==> src/adc_map.vh <==
/*
 Register map, field positions, reset values and timing counts of the
 converter register interface. Assumes a 32-bit APB address bus.
*/
// Summary of operation
// - Status holds only done flag, bit 0
// - Conversion end sets flag, raises interrupt
// - Reading result data clears done flag
// - Active output high during a conversion
// - Active output low once conversion finishes
// - Active also on P0.2 when routed
// - Result register holds latest 12-bit result
// - Reset register write restores converter defaults
// - Gain calibration applies to non-amplified channels
// - Offset calibration applies to every channel
// - One register sets both front amp gains
// - Control at 0xffff0500, resets to 0x00000a00
// - Control: enable, input mode, trigger type
// - Bits 2:0 select the conversion trigger
// - Single software trigger reverts to 000 after
// - Clock divider, acquisition time, 19 bit clocks
`ifndef ADC_MAP_VH
`define ADC_MAP_VH

`define CONTROL_ADDR      32'hffff0500
`define POS_CHAN_ADDR     32'hffff0504
`define NEG_CHAN_ADDR     32'hffff0508
`define STATUS_ADDR       32'hffff050c
`define RESULT_ADDR       32'hffff0510
`define REG_RESET_ADDR    32'hffff0514
`define GAIN_CAL_ADDR     32'hffff0518
`define OFFSET_CAL_ADDR   32'hffff051c
`define AMP_GAIN_ADDR     32'hffff0520
`define GPIO_CFG_ADDR     32'hffff0524
`define IRQ_STATUS_ADDR   32'hffff0528
`define IRQ_CLEAR_ADDR    32'hffff052c
`define IRQ_ENABLE_ADDR   32'hffff0530

`define CONTROL_RESET     16'h0a00
`define CONTROL_WMASK     16'hffbf
`define GAIN_CAL_RESET    16'h8000
`define IRQ_ENABLE_RESET  2'h1

`define TRIG_LSB          0
`define MODE_LSB          3
`define POWER_BIT         5
`define ENABLE_BIT        7
`define ACQ_LSB           8
`define DIV_LSB           11

`define TRIG_EXT_PIN      3'h0
`define TRIG_TIMER1       3'h1
`define TRIG_TIMER0       3'h2
`define TRIG_SW_SINGLE    3'h3
`define TRIG_SW_CONT      3'h4
`define TRIG_LOGIC        3'h5
`define TRIG_PWM          3'h6
`define MODE_DIFF         2'h1

`define CHAN_AMP_PAIR0    5'h00
`define CHAN_AMP_PAIR1    5'h01
`define CHAN_TEMP         5'h0d
`define TEMP_ACQ_CODE     3'h3
`define TEMP_DIV_CODE     3'h5

`define BIT_TRIAL_CLOCKS  7'd19
`define GPIO_BUSY_BIT     0
`define IRQ_DONE_BIT      0
`define IRQ_OVERRUN_BIT   1

`endif

==> src/adc_regs.v <==
/*
 APB register interface and conversion sequencer of the 12-bit SAR
 converter. Assumes the analog core presents a stable raw code on
 sample_code by the end of the bit-trial phase, and that timer, logic
 array and PWM triggers are one-cycle pulses on pclk.
*/
// Register access over APB was left to the implementer.
`timescale 1ns/1ps
`default_nettype none
`include "adc_map.vh"
module adc_regs (
   input  wire        pclk,
   input  wire        presetn,
   input  wire        psel,
   input  wire        penable,
   input  wire        pwrite,
   input  wire [31:0] paddr,
   input  wire [31:0] pwdata,
   output reg  [31:0] prdata,
   output reg         pready,
   output reg         pslverr,
   input  wire        convst_pin,
   input  wire        timer0_evt,
   input  wire        timer1_evt,
   input  wire        logic_evt,
   input  wire        pwm_evt,
   input  wire [11:0] sample_code,
   output reg         sample_hold_r,
   output reg  [15:0] converter_control_r,
   output reg  [4:0]  positive_channel_select_r,
   output reg  [4:0]  negative_channel_select_r,
   output reg  [4:0]  front_amp_pair_zero_r,
   output reg  [4:0]  front_amp_pair_one_r,
   output reg         conversion_active_output_r,
   output reg         p0_2_r,
   output reg         irq_r
);
   localparam ST_IDLE = 2'b00;
   localparam ST_ACQ  = 2'b01;
   localparam ST_CONV = 2'b10;
   localparam ST_CAL  = 2'b11;

   // Address decode, shared by the read and write paths
   function [3:0] reg_sel;
      input [31:0] a;
      begin
         case (a)
            `CONTROL_ADDR:    reg_sel = 4'h0;
            `POS_CHAN_ADDR:   reg_sel = 4'h1;
            `NEG_CHAN_ADDR:   reg_sel = 4'h2;
            `STATUS_ADDR:     reg_sel = 4'h3;
            `RESULT_ADDR:     reg_sel = 4'h4;
            `REG_RESET_ADDR:  reg_sel = 4'h5;
            `GAIN_CAL_ADDR:   reg_sel = 4'h6;
            `OFFSET_CAL_ADDR: reg_sel = 4'h7;
            `AMP_GAIN_ADDR:   reg_sel = 4'h8;
            `GPIO_CFG_ADDR:   reg_sel = 4'h9;
            `IRQ_STATUS_ADDR: reg_sel = 4'ha;
            `IRQ_CLEAR_ADDR:  reg_sel = 4'hb;
            `IRQ_ENABLE_ADDR: reg_sel = 4'hc;
            default:          reg_sel = 4'hf;
         endcase
      end
   endfunction

   reg  [1:0]  state_r;
   reg  [6:0]  cnt_r;
   reg  [4:0]  pre_r;
   reg  [2:0]  eff_div_r;
   reg         sw_go_r;
   reg         done_r;
   reg         overrun_r;
   reg  [11:0] result_r;
   reg         result_diff_r;
   reg  [15:0] gain_cal_r;
   reg  [11:0] offset_cal_r;
   reg         gpio_cfg_r;
   reg  [1:0]  irq_en_r;
   reg         cv_s1;
   reg         cv_s2;
   reg         cv_s3;
   reg         cal_start_r;
   reg         trig_hit;
   reg  [31:0] rd_mux;
   wire        cal_valid;
   wire [11:0] cal_result;

   wire        setup    = psel & ~penable;
   wire        access   = psel & penable & pready;
   wire [3:0]  sel      = reg_sel(paddr);
   wire        wr       = access & pwrite;
   wire        rd       = access & ~pwrite;
   wire        wr_ctrl  = wr & (sel == 4'h0);
   wire        rst_wr   = wr & (sel == 4'h5);
   wire        iclr_wr  = wr & (sel == 4'hb);
   wire        res_rd   = rd & (sel == 4'h4);

   wire [2:0]  trig     = converter_control_r[`TRIG_LSB +: 3];
   wire [1:0]  mode     = converter_control_r[`MODE_LSB +: 2];
   wire [2:0]  acq_code = converter_control_r[`ACQ_LSB +: 3];
   wire [2:0]  div_code = converter_control_r[`DIV_LSB +: 3];
   wire        conv_on  = converter_control_r[`ENABLE_BIT] &
                          converter_control_r[`POWER_BIT];
   wire        temp_ch  = positive_channel_select_r == `CHAN_TEMP;
   wire        amp_ch   = (positive_channel_select_r == `CHAN_AMP_PAIR0) |
                          (positive_channel_select_r == `CHAN_AMP_PAIR1);
   wire        ext_edge = cv_s2 & ~cv_s3;
   wire        idle     = state_r == ST_IDLE;
   wire        go       = conv_on & trig_hit & idle & ~rst_wr;
   wire        overrun  = conv_on & trig_hit & ~idle & (trig != `TRIG_SW_CONT);

   // Converter clock enable: divide by 2**code, by 32 for codes 6 and 7
   wire [4:0]  div_max  = (5'h01 << eff_div_r) - 5'h01;
   wire        adc_ce   = pre_r == div_max;
   wire [2:0]  acq_eff  = temp_ch ? `TEMP_ACQ_CODE : acq_code;
   wire [6:0]  acq_clks = 7'h02 << acq_eff;
   wire        last     = adc_ce & (cnt_r == 7'h01);
   wire        conv_end = (state_r == ST_CONV) & last;
   wire        done_set = cal_valid & ~rst_wr;

   // Trigger source selection
   always @* begin
      case (trig)
         `TRIG_EXT_PIN:   trig_hit = ext_edge;
         `TRIG_TIMER1:    trig_hit = timer1_evt;
         `TRIG_TIMER0:    trig_hit = timer0_evt;
         `TRIG_SW_SINGLE: trig_hit = sw_go_r;
         `TRIG_SW_CONT:   trig_hit = 1'b1;
         `TRIG_LOGIC:     trig_hit = logic_evt;
         `TRIG_PWM:       trig_hit = pwm_evt;
         default:         trig_hit = 1'b0;
      endcase
   end

   always @* begin
      case (sel)
         4'h0:    rd_mux = {16'h0000, converter_control_r};
         4'h1:    rd_mux = {27'h0, positive_channel_select_r};
         4'h2:    rd_mux = {27'h0, negative_channel_select_r};
         4'h3:    rd_mux = {31'h0, done_r};
         4'h4:    rd_mux = {{4{result_diff_r & result_r[11]}}, result_r, 16'h0000};
         4'h6:    rd_mux = {16'h0000, gain_cal_r};
         4'h7:    rd_mux = {20'h0, offset_cal_r};
         4'h8:    rd_mux = {22'h0, front_amp_pair_one_r, front_amp_pair_zero_r};
         4'h9:    rd_mux = {31'h0, gpio_cfg_r};
         4'ha:    rd_mux = {30'h0, overrun_r, done_r};
         4'hc:    rd_mux = {30'h0, irq_en_r};
         default: rd_mux = 32'h0000_0000;
      endcase
   end

   // APB answer: registered at setup, one access cycle, no wait states
   always @(posedge pclk or negedge presetn) begin
      if (!presetn) begin
         pready  <= 1'b0;
         pslverr <= 1'b0;
         prdata  <= 32'h0000_0000;
      end else begin
         pready <= setup;
         if (setup) begin
            pslverr <= sel == 4'hf;
            prdata  <= pwrite ? 32'h0000_0000 : rd_mux;
         end
      end
   end

   // External convert-start pin synchroniser
   always @(posedge pclk or negedge presetn) begin
      if (!presetn) begin
         cv_s1 <= 1'b0;
         cv_s2 <= 1'b0;
         cv_s3 <= 1'b0;
      end else begin
         cv_s1 <= convst_pin;
         cv_s2 <= cv_s1;
         cv_s3 <= cv_s2;
      end
   end

   // Software-writable configuration
   always @(posedge pclk or negedge presetn) begin
      if (!presetn) begin
         converter_control_r       <= `CONTROL_RESET;
         positive_channel_select_r <= 5'h00;
         negative_channel_select_r <= 5'h00;
         front_amp_pair_zero_r     <= 5'h00;
         front_amp_pair_one_r      <= 5'h00;
         gain_cal_r                <= `GAIN_CAL_RESET;
         offset_cal_r              <= 12'h000;
         gpio_cfg_r                <= 1'b0;
         irq_en_r                  <= `IRQ_ENABLE_RESET;
         sw_go_r                   <= 1'b0;
      end else if (rst_wr) begin
         converter_control_r       <= `CONTROL_RESET;
         positive_channel_select_r <= 5'h00;
         negative_channel_select_r <= 5'h00;
         front_amp_pair_zero_r     <= 5'h00;
         front_amp_pair_one_r      <= 5'h00;
         gain_cal_r                <= `GAIN_CAL_RESET;
         offset_cal_r              <= 12'h000;
         sw_go_r                   <= 1'b0;
      end else begin
         if (go)
            sw_go_r <= 1'b0;
         // Single software conversion reverts to pin trigger
         if (cal_valid && trig == `TRIG_SW_SINGLE)
            converter_control_r[`TRIG_LSB +: 3] <= `TRIG_EXT_PIN;
         if (wr_ctrl) begin
            converter_control_r <= pwdata[15:0] & `CONTROL_WMASK;
            sw_go_r <= pwdata[`TRIG_LSB +: 3] == `TRIG_SW_SINGLE;
         end
         if (wr && sel == 4'h1)
            positive_channel_select_r <= pwdata[4:0];
         if (wr && sel == 4'h2)
            negative_channel_select_r <= pwdata[4:0];
         if (wr && sel == 4'h6)
            gain_cal_r <= pwdata[15:0];
         if (wr && sel == 4'h7)
            offset_cal_r <= pwdata[11:0];
         if (wr && sel == 4'h8) begin
            front_amp_pair_zero_r <= pwdata[4:0];
            front_amp_pair_one_r  <= pwdata[9:5];
         end
         if (wr && sel == 4'h9)
            gpio_cfg_r <= pwdata[`GPIO_BUSY_BIT];
         if (wr && sel == 4'hc)
            irq_en_r <= pwdata[1:0];
      end
   end

   // Conversion sequencer: acquisition, bit trials, calibration
   always @(posedge pclk or negedge presetn) begin
      if (!presetn) begin
         state_r       <= ST_IDLE;
         cnt_r         <= 7'h00;
         pre_r         <= 5'h00;
         eff_div_r     <= 3'h0;
         cal_start_r   <= 1'b0;
         sample_hold_r <= 1'b0;
      end else begin
         cal_start_r <= 1'b0;
         pre_r <= adc_ce ? 5'h00 : pre_r + 5'h01;
         if (rst_wr || !conv_on) begin
            state_r       <= ST_IDLE;
            sample_hold_r <= 1'b0;
         end else begin
            case (state_r)
               ST_IDLE: begin
                  if (go) begin
                     state_r       <= ST_ACQ;
                     cnt_r         <= acq_clks;
                     pre_r         <= 5'h00;
                     eff_div_r     <= temp_ch ? `TEMP_DIV_CODE : div_code;
                     sample_hold_r <= 1'b1;
                  end
               end
               ST_ACQ: begin
                  if (adc_ce)
                     cnt_r <= cnt_r - 7'h01;
                  if (last) begin
                     state_r       <= ST_CONV;
                     cnt_r         <= `BIT_TRIAL_CLOCKS;
                     sample_hold_r <= 1'b0;
                  end
               end
               ST_CONV: begin
                  if (adc_ce)
                     cnt_r <= cnt_r - 7'h01;
                  if (last) begin
                     state_r     <= ST_CAL;
                     cal_start_r <= 1'b1;
                  end
               end
               ST_CAL: begin
                  if (cal_valid)
                     state_r <= ST_IDLE;
               end
               default: state_r <= ST_IDLE;
            endcase
         end
      end
   end

   // Conversion-active pin and its optional GPIO copy
   always @(posedge pclk or negedge presetn) begin
      if (!presetn) begin
         conversion_active_output_r <= 1'b0;
         p0_2_r                     <= 1'b0;
      end else begin
         if (go)
            conversion_active_output_r <= 1'b1;
         if (conv_end || rst_wr || !conv_on)
            conversion_active_output_r <= 1'b0;
         p0_2_r <= gpio_cfg_r & (go | (conversion_active_output_r &
                   ~(conv_end | rst_wr | ~conv_on)));
      end
   end

   // Result, done flag, overrun and interrupt; a set beats a clear except a reset-register write
   always @(posedge pclk or negedge presetn) begin
      if (!presetn) begin
         result_r      <= 12'h000;
         result_diff_r <= 1'b0;
         done_r        <= 1'b0;
         overrun_r     <= 1'b0;
         irq_r         <= 1'b0;
      end else begin
         if (rst_wr) begin
            result_r      <= 12'h000;
            result_diff_r <= 1'b0;
         end else if (cal_valid) begin
            result_r      <= cal_result;
            result_diff_r <= mode == `MODE_DIFF;
         end
         if (res_rd || rst_wr || (iclr_wr && pwdata[`IRQ_DONE_BIT]))
            done_r <= 1'b0;
         if (done_set)
            done_r <= 1'b1;
         if (iclr_wr && pwdata[`IRQ_OVERRUN_BIT])
            overrun_r <= 1'b0;
         if (overrun)
            overrun_r <= 1'b1;
         irq_r <= (irq_en_r[`IRQ_DONE_BIT] & (done_set |
                   (done_r & ~res_rd & ~rst_wr &
                   ~(iclr_wr & pwdata[`IRQ_DONE_BIT])))) |
                  (irq_en_r[`IRQ_OVERRUN_BIT] & (overrun |
                   (overrun_r & ~(iclr_wr & pwdata[`IRQ_OVERRUN_BIT]))));
      end
   end

   cal_unit u_cal (
      .clk        (pclk),
      .rst_n      (presetn),
      .start      (cal_start_r),
      .raw        (sample_code),
      .diff_mode  (mode == `MODE_DIFF),
      .apply_gain (~amp_ch),
      .gain       (gain_cal_r),
      .offset     (offset_cal_r),
      .valid_r    (cal_valid),
      .result_r   (cal_result)
   );
endmodule // adc_regs
`default_nettype wire

==> src/cal_unit.v <==
/*
 Calibration datapath: scales a raw code by the gain word, adds the
 signed offset and clips to the 12-bit range of the active coding.
 Assumes raw is stable on the cycle that start is high.
*/
`timescale 1ns/1ps
`default_nettype none
module cal_unit (
   input  wire        clk,
   input  wire        rst_n,
   input  wire        start,
   input  wire [11:0] raw,
   input  wire        diff_mode,
   input  wire        apply_gain,
   input  wire [15:0] gain,
   input  wire [11:0] offset,
   output reg         valid_r,
   output reg  [11:0] result_r
);
   wire signed [12:0] raw_s;
   wire signed [16:0] gain_s;
   wire signed [29:0] prod;
   wire signed [14:0] scaled;
   wire signed [15:0] sum;
   reg         [11:0] clip;

   assign raw_s  = diff_mode ? {raw[11], raw} : {1'b0, raw};
   // Unity gain for amplified channels
   assign gain_s = apply_gain ? {1'b0, gain} : 17'sh08000;
   assign prod   = raw_s * gain_s;
   assign scaled = prod[29:15];
   assign sum    = {scaled[14], scaled} + {{4{offset[11]}}, offset};

   always @* begin
      clip = sum[11:0];
      if (diff_mode) begin
         if (sum > 16'sh07ff)
            clip = 12'h7ff;
         else if (sum < -16'sh0800)
            clip = 12'h800;
      end else begin
         if (sum < 16'sh0000)
            clip = 12'h000;
         else if (sum > 16'sh0fff)
            clip = 12'hfff;
      end
   end

   always @(posedge clk or negedge rst_n) begin
      if (!rst_n) begin
         valid_r  <= 1'b0;
         result_r <= 12'h000;
      end else begin
         valid_r <= start;
         if (start)
            result_r <= clip;
      end
   end
endmodule // cal_unit
`default_nettype wire

==> config.mk <==
export PLATFORM = sky130hd
export DESIGN_NAME = adc_regs
export DESIGN_NICKNAME = d
export VERILOG_FILES = /design/src/adc_regs.v /design/src/cal_unit.v
export VERILOG_INCLUDE_DIRS = /design/src
export SDC_FILE = /design/constraint.sdc
export NUM_CORES = 1
export LEC_CHECK = 0
export BUFFER_PORTS_ARGS = -buffer_cell sky130_fd_sc_hd__buf_2
export CORE_ASPECT_RATIO = 0.6
export CORE_MARGIN = 2
export CORE_UTILIZATION = 45
export CTS_CLUSTER_DIAMETER = 80
export DETAILED_ROUTE_END_ITERATION = 8
export MAX_ROUTING_LAYER = met4
export PLACE_DENSITY = 0.66
export SYNTH_ARGS = -nofsm -noshare
export SYNTH_HDL_FRONTEND = slang
export SYNTH_HIERARCHICAL = 1
export SYNTH_SLANG_ARGS = --single-unit
export TNS_END_PERCENT = 5
==> constraint.sdc <==
create_clock -name pclk -period 7.95 [get_ports pclk]
set_input_delay 1.59 -clock pclk [delete_from_list [all_inputs] [get_ports pclk]]
set_output_delay 1.59 -clock pclk [all_outputs]
set_load 0.01 [all_outputs]
==> results of run 1 <==
-- Yosys cell counts (11+ instances only) --
| master | count |
|---|---|
| a21o_1 | 20 |
| a21oi_1 | 62 |
| a22o_1 | 27 |
| and2_1 | 30 |
| and3_1 | 86 |
| buf_2 | 11 |
| clkbuf_1 | 67 |
| dfrtp_1 | 147 |
| fa_1 | 154 |
| ha_1 | 121 |
| inv_1 | 175 |
| mux2i_1 | 59 |
| nand2_1 | 163 |
| nand2b_1 | 13 |
| nand3_1 | 21 |
| nand4_1 | 13 |
| nor2_1 | 123 |
| nor2b_1 | 16 |
| nor3_1 | 18 |
| o21ai_0 | 40 |
| xnor2_1 | 19 |
-- worst min-delay path by stage --
stage                    start         endpoint  slack [ps]  cells past startpoint
2_1_floorplan  cv_s1$_DFF_PN0_  cv_s2$_DFF_PN0_         330                      0
3_3_place_gp   cv_s1$_DFF_PN0_  cv_s2$_DFF_PN0_         330                      0
3_5_place_dp   cv_s1$_DFF_PN0_  cv_s2$_DFF_PN0_         340                      0
4_1_cts        cv_s1$_DFF_PN0_  cv_s2$_DFF_PN0_         360                      0
5_1_grt        cv_s1$_DFF_PN0_  cv_s2$_DFF_PN0_         380                      0
6_report       cv_s1$_DFF_PN0_  cv_s2$_DFF_PN0_         360                      0
-- cell families (layout without fill, tap and decap cells) --
| logic type | Yosys count | after routing | synth area share |
|---|---|---|---|
| AOI/OAI and AO/OA | 252 | 252 | 0.120 |
| adders and majority gates | 275 | 275 | 0.310 |
| xor gates and xnor gates | 29 | 29 | 0.0171 |
| DFF | 151 | 151 | 0.255 |
| other | 1 | 1 | 0.000253 |
| buffers and inverters | 265 | 541 | 0.0716 |
| muxes | 62 | 62 | 0.0421 |
| and+or+nand+nor | 539 | 539 | 0.185 |
-- cell type report --
| class | instances | area (sq um) |
|---|---|---|
| Sequential cell | 151 | 3780 |
| Timing Repair Buffer | 334 | 2250 |
| Clock inverter | 14 | 138 |
| Tap cell | 424 | 531 |
| Fill cell | 2852 | 14300 |
| Multi-Input combinational cell | 1158 | 10400 |
| Clock buffer | 18 | 429 |
| Inverter | 175 | 657 |
-- critical path: cells and delay by family --
family,cells,cell delay (ps)
xor+xnor,1,90
simple gates,7,1150
compound gates,6,1340
buf+inv,9,1390
fa+ha+maj,8,3460
-- metal layers --
| layer | vias up | global-route usage | part of all wire |
|---|---|---|---|
| met1 | 6530 | 0.402 | 0.47 |
| met2 | 534 | 0.402 | 0.43 |
| met5 | - | - | 0 |
| met3 | 45 | 0.0560 | 0.090 |
| met4 | 0 | 0.0510 | 0.013 |
| li1 | 5865 | - | - |
-- what timing repair did --
action | 4_1_cts | 5_1_grt
pin swaps | 37 | 36
hold buffers | 0 | 0
buffers inserted | 11 | 9
gates resized for setup | 47 | 43
setup endpoints to repair | 12 | 12
cloned | 2 | 0
-- power breakdown --
part	leakage [uW]	switching [uW]	total, uW	internal, uW
registers	0.00192	0.904	771	770
logic	0.00727	90.8	148	57.1
clock network	0.000269	370	784	414
total	0.00946	462	1700	1240
-- registers in the layout, summed over array words and instances, names as in the netlist, 2 cells and up --
signal and cells:
cnt_r 7, converter_control_r 15, eff_div_r 3, front_amp_pair_one_r 5, front_amp_pair_zero_r 5, gain_cal_r 16
irq_en_r 2, negative_channel_select_r 5, offset_cal_r 12, positive_channel_select_r 5, prdata 29, pre_r 5
result_r 12, state_r 2, u_cal/result_r 12
-- layout by cell type (no fill, tap or decap), types with 21 or more instances in the layout --
cell     Yosys  layout
a22o_1      27      27
nand2_1    163     158
and2_1      30      27
fa_1       154     152
and3_1      86      82
ha_1       121     115
a21oi_1     62      55
buf_2       11     135
mux2i_1     59      58
buf_4        8     186
nor2_1     123     120
o21ai_0     40      35
inv_1      175     171
nand3_1     21      21
dfrtp_1    147     147
-- per-stage QoR --
step / hold WS, ps / worst slack [ps] / instance area [sq um]
after CTS: 357 / -865 / 17900
after floorplan: 331 / -534 / 14900
final: 356 / -793 / 18200
after detailed placement: 342 / -1470 / 17000
after global routing: 379 / -1040 / 18200
after global placement: 335 / -1250 / 17000
==> results.ini, run 1 <==
[run_status]
outcome=finished with violations
violations=negative setup slack

[drt]
ant_nets=0
viasPerCell=5.71
wl_per_cell_microns=19.8
post-route-drc-count=0
drtIter0Drc=1092
dr.pass1.iters=5
drt_wl_total_mm=45.0
num_vias=13000

[setup_path]
crit_slowest_cell=fa_1
cpMostUsedCell=buf_4
regToRegStartpoint=positive_channel_select_r[1]$_DFFE_PN0P_
worst_ep_required_time_ps=8260
rrSetupSlack_ps=-730
worst-setup-path-type=input port to flip-flop
r2r_cells=32
r2r-end=u_cal/result_r[9]$_DFFE_PN0P_
slowest_delay_ps=620
crit_fanout=10
endpoint=u_cal/result_r[9]$_DFFE_PN0P_
critical_path_arrival_ps=9050
worst_setup_path_start_kind=input port
startpoint=sample_code[11]
cp-end-kind=flip-flop

[power_and_ir_drop]
finalPower_uw=1700
peakVddDrop_v=0.000156
power.density_mw_per_mm2=93.6
leakage_uw=0.00946

[synth]
synth_top_area_cell=dfrtp_1
ys_seq_area_frac=0.255
synth_fp_nets=1935
synth_area_sq_mm=0.0148
synth_area_leaders=dfrtp_1, fa_1, ha_1, inv_1, nand2_1
avgSynthCellArea_sq_um=9.43
netlist.area_leader.share=0.248
ys_ff_latch=151
yosysUniqueCellTypes=84
async_flop_share=1.00
yosys_warnings=6
synthCells=1574
synth_edf_count=0
synth_flop_cell=dfrtp_1

[clock_network]
clock_latency_ps=440
cts_sinks=151
cts_max_level=4
clk_pin_slew_ps=70
cts_root_buf=clkbuf_16
cts_made_buffers=17
cts.path.max_buffers=2
cts_tree=built

[place]
port_buffers=142
gp_congestion=0.975
dpl.cell_count=2221
dp_hpwl_mm=35.3

[global_routing]
grt_max_degree=81
grt_overflow=0
track_usage=0.276
antenna_found_initial=0
grt_pass1_wl_mm=71.3
grt_pass1_vias=12900

[floorplanning]
core_area_sq_mm=0.0325
die_x_microns=238
start_util=0.457
rows=51
pin_count=160
chipHeight_microns=145
dieArea_sq_mm=0.0345

[timing]
setup_viol=12
worst_slack_ps=-793
slew_viol_final=0
tns_ps=-8490
period_needed_ps=8740
skew_ps=14.8
slew_headroom=0.0993
rsz0062_at_grt=yes
finalCritPeriodShare=1.10
tightest_slew_ps=1340
hold_violations=0
fmax_mhz=114

[finish]
num_antenna_cells=0
area_growth_syn_to_layout_pct=22.6
fin_util=0.560
stdcell_count=2274
drive_above_1_share=0.247
fin_nets=2198

[min_path]
hold_class=flip-flop to flip-flop

[flow_run]
cap_violations=0

No activity file was read; power rests on OpenSTA's default activity.
==> inputs of run 2 (changes only) <==
CORE_ASPECT_RATIO = unset   (was 0.6)
==> run 2 against run 1 <==
Against the previous run: the flow still finishes with violations (negative setup slack); fmax rose by 0.34%; critical path depth did not move; design area fell by 0.91%; first-iteration DRC count fell by 12%; largest cell class unchanged.
==> results.ini, run 2 (synthesis gave the netlist of run 1 again) <==
[drt]
ant_nets=0  ; unchanged
num_vias=12700  ; -1.8%
drtIter0Drc=966  ; -12%
viasPerCell=5.59  ; -2.1%
wl_per_cell_microns=18.8  ; -5.3%
dr.pass1.iters=7  ; +2
drt_wl_total_mm=42.8  ; -5.0%
post-route-drc-count=0  ; unchanged

[timing]
worst_slack_ps=-763  ; +30.0 ps
tightest_slew_ps=1200  ; -144 ps
skew_ps=9.17  ; -5.58 ps
slew_viol_final=0  ; unchanged
fmax_mhz=115  ; +0.34%
hold_violations=0  ; unchanged
setup_viol=12  ; unchanged
period_needed_ps=8710  ; -30.0 ps
slew_headroom=0.193  ; +0.0939
rsz0062_at_grt=yes
finalCritPeriodShare=1.10  ; -0.00377

[clock_network]
cts.path.max_buffers=2  ; unchanged
cts_tree=built
cts_hold_repair.buffers=0  ; unchanged
cts_made_buffers=17  ; unchanged
cts_max_level=4  ; unchanged
cts_root_buf=clkbuf_16
clk_pin_slew_ps=70  ; about the same
clock_latency_ps=430  ; about the same
cts_sinks=151  ; unchanged

[setup_path]
r2r-end=u_cal/result_r[9]$_DFFE_PN0P_
rrSetupSlack_ps=-730  ; about the same
cpMostUsedCell=fa_1
worst_setup_path_start_kind=input port
slowest_delay_ps=570  ; -50 ps
crit_fanout=8  ; -2
worst-setup-path-type=input port to flip-flop
regToRegStartpoint=positive_channel_select_r[4]$_DFFE_PN0P_
cp-end-kind=flip-flop
r2r_cells=33  ; +3.1%
worst_ep_required_time_ps=8260  ; about the same
crit_slowest_cell=fa_1
critical_path_arrival_ps=9020  ; -30 ps

[global_routing]
antenna_found_initial=1  ; +1
track_usage=0.262  ; -0.0148
grt_pass1_vias=12800  ; -0.74%
grt_pass1_wl_mm=68.0  ; -4.7%
grt_overflow=0  ; unchanged
grt_max_degree=81  ; unchanged

[floorplanning]
core_area_sq_mm=0.0325  ; +0.17%
die_x_microns=186  ; -22%
pin_count=160  ; unchanged
dieArea_sq_mm=0.0345  ; -0.14%
rows=66  ; +29%
start_util=0.456  ; -0.000791
chipHeight_microns=186  ; +28%

[min_path]
hold_class=flip-flop to flip-flop
holdPathEnd=cv_s2$_DFF_PN0_
min_from=cv_s1$_DFF_PN0_
worstHoldPathCells=0  ; unchanged

[power_and_ir_drop]
peakVddDrop_v=0.000158  ; +1.3%
finalPower_uw=1740  ; +2.2%
power.density_mw_per_mm2=96.5  ; +3.2%
leakage_uw=0.00938  ; -0.78%

[finish]
drive_above_1_share=0.238  ; -0.00872
final_common_cell=buf_4
largest_reg_flops=29  ; unchanged
layout_common_cells=buf_4, inv_1, nand2_1, fa_1, dfrtp_1
fill_cells=2932  ; +2.8%
final_cell_area_sq_mm=0.0180  ; -0.91%
area_growth_syn_to_layout_pct=21.5
regMostFlops=prdata
top_regs=prdata x29, gain_cal_r x16, converter_control_r x15
fin_nets=2186  ; -0.55%

[run_status]
outcome=finished with violations
violations=negative setup slack

[place]
gp_congestion=0.940  ; -3.6%
dp_hpwl_mm=33.4  ; -5.3%
port_buffers=142  ; unchanged
place_area_sq_mm=0.0170  ; +0.12%

[flow_run]
cap_violations=0  ; unchanged

==> run 2: cell count changes in the layout (fill, tap and decap cells not counted), moves of 3 or more <==
cell      before  now
and3_4         3    7
buf_2        135  138
nand2_1      158  162
ha_4           6    3
o21ai_0       35   32
and3_1        82   79
a211oi_4       4    1
buf_4        186  174
nand2_2        5    1
==> run 2: worst max-delay path, delay by kind of cell <==
family	cells	cell delay [ps]
buffers and inverters	6	690
XOR/XNOR	1	170
adder cells (fa/ha/maj)	8	3680
AO/OA/AOI/OAI	10	1620
AND/OR/NAND/NOR	6	1260
==> run 2: worst max-delay path by stage <==
stage                               endpoint  cells after the start                                     start
2_1_floorplan  u_cal/result_r[2]$_DFFE_PN0P_                     30                            sample_code[1]
3_3_place_gp   u_cal/result_r[9]$_DFFE_PN0P_                     28                            sample_code[1]
3_5_place_dp   u_cal/result_r[4]$_DFFE_PN0P_                     28                            sample_code[2]
4_1_cts        u_cal/result_r[2]$_DFFE_PN0P_                     29                            sample_code[9]
5_1_grt        u_cal/result_r[9]$_DFFE_PN0P_                     33  positive_channel_select_r[4]$_DFFE_PN0P_
6_report       u_cal/result_r[9]$_DFFE_PN0P_                     31                            sample_code[2]
==> run 2: layout make-up <==
class | count | area (sq um) | area share
repair buffers | 322 | 2160 | 0.120
inverters | 175 | 657 | 0.0364
flip-flops and latches | 151 | 3780 | 0.210
multi-input cells | 1158 | 10300 | 0.570
diodes | 1 | 2.50 | 0.000139
well taps | 442 | 553 | 0.0307
clock inverters | 15 | 170 | 0.00944
clock buffers | 17 | 425 | 0.0236
==> run 2: metrics by stage <==
stage / cells / setup slack [ps] / hold slack (ps) / setup TNS [ps] / utilization
floorplan: 1574 / -534 / 331 / -5960 / -
global placement: 2237 / -1060 / 336 / -12340 / 0.524
detailed placement: 2237 / -1280 / 341 / -14560 / 0.524
CTS: 2274 / -654 / 356 / -7570 / 0.548
global route: 2281 / -993 / 373 / -11250 / 0.554
finish: 2281 / -763 / 352 / -8340 / 0.554
==> run 2: report_power, final <==
| part | switching [uW] | total (uW) | internal [uW] |
|---|---|---|---|
| Clock | 355 | 826 | 471 |
| Combinational | 88.5 | 144 | 55.2 |
| Sequential | 0.804 | 771 | 770 |
==> run 2: what timing repair did <==
action                     CTS  global route
setup endpoints to repair   12            12
setup buffers                3             5
pin swaps                   30            38
resized for setup           35            39
gates cloned                 2             1
==> run 2: per-layer routing <==
layer / routed length (microns) / vias to the layer above / global-route usage / part of all wire
li1: - / 5838 / - / -
met1: 18300 / 6421 / 0.353 / 0.43
met2: 20400 / 423 / 0.409 / 0.48
met3: 2810 / 59 / 0.0401 / 0.066
met4: 1260 / 0 / 0.0813 / 0.029
met5: 0 / - / - / 0
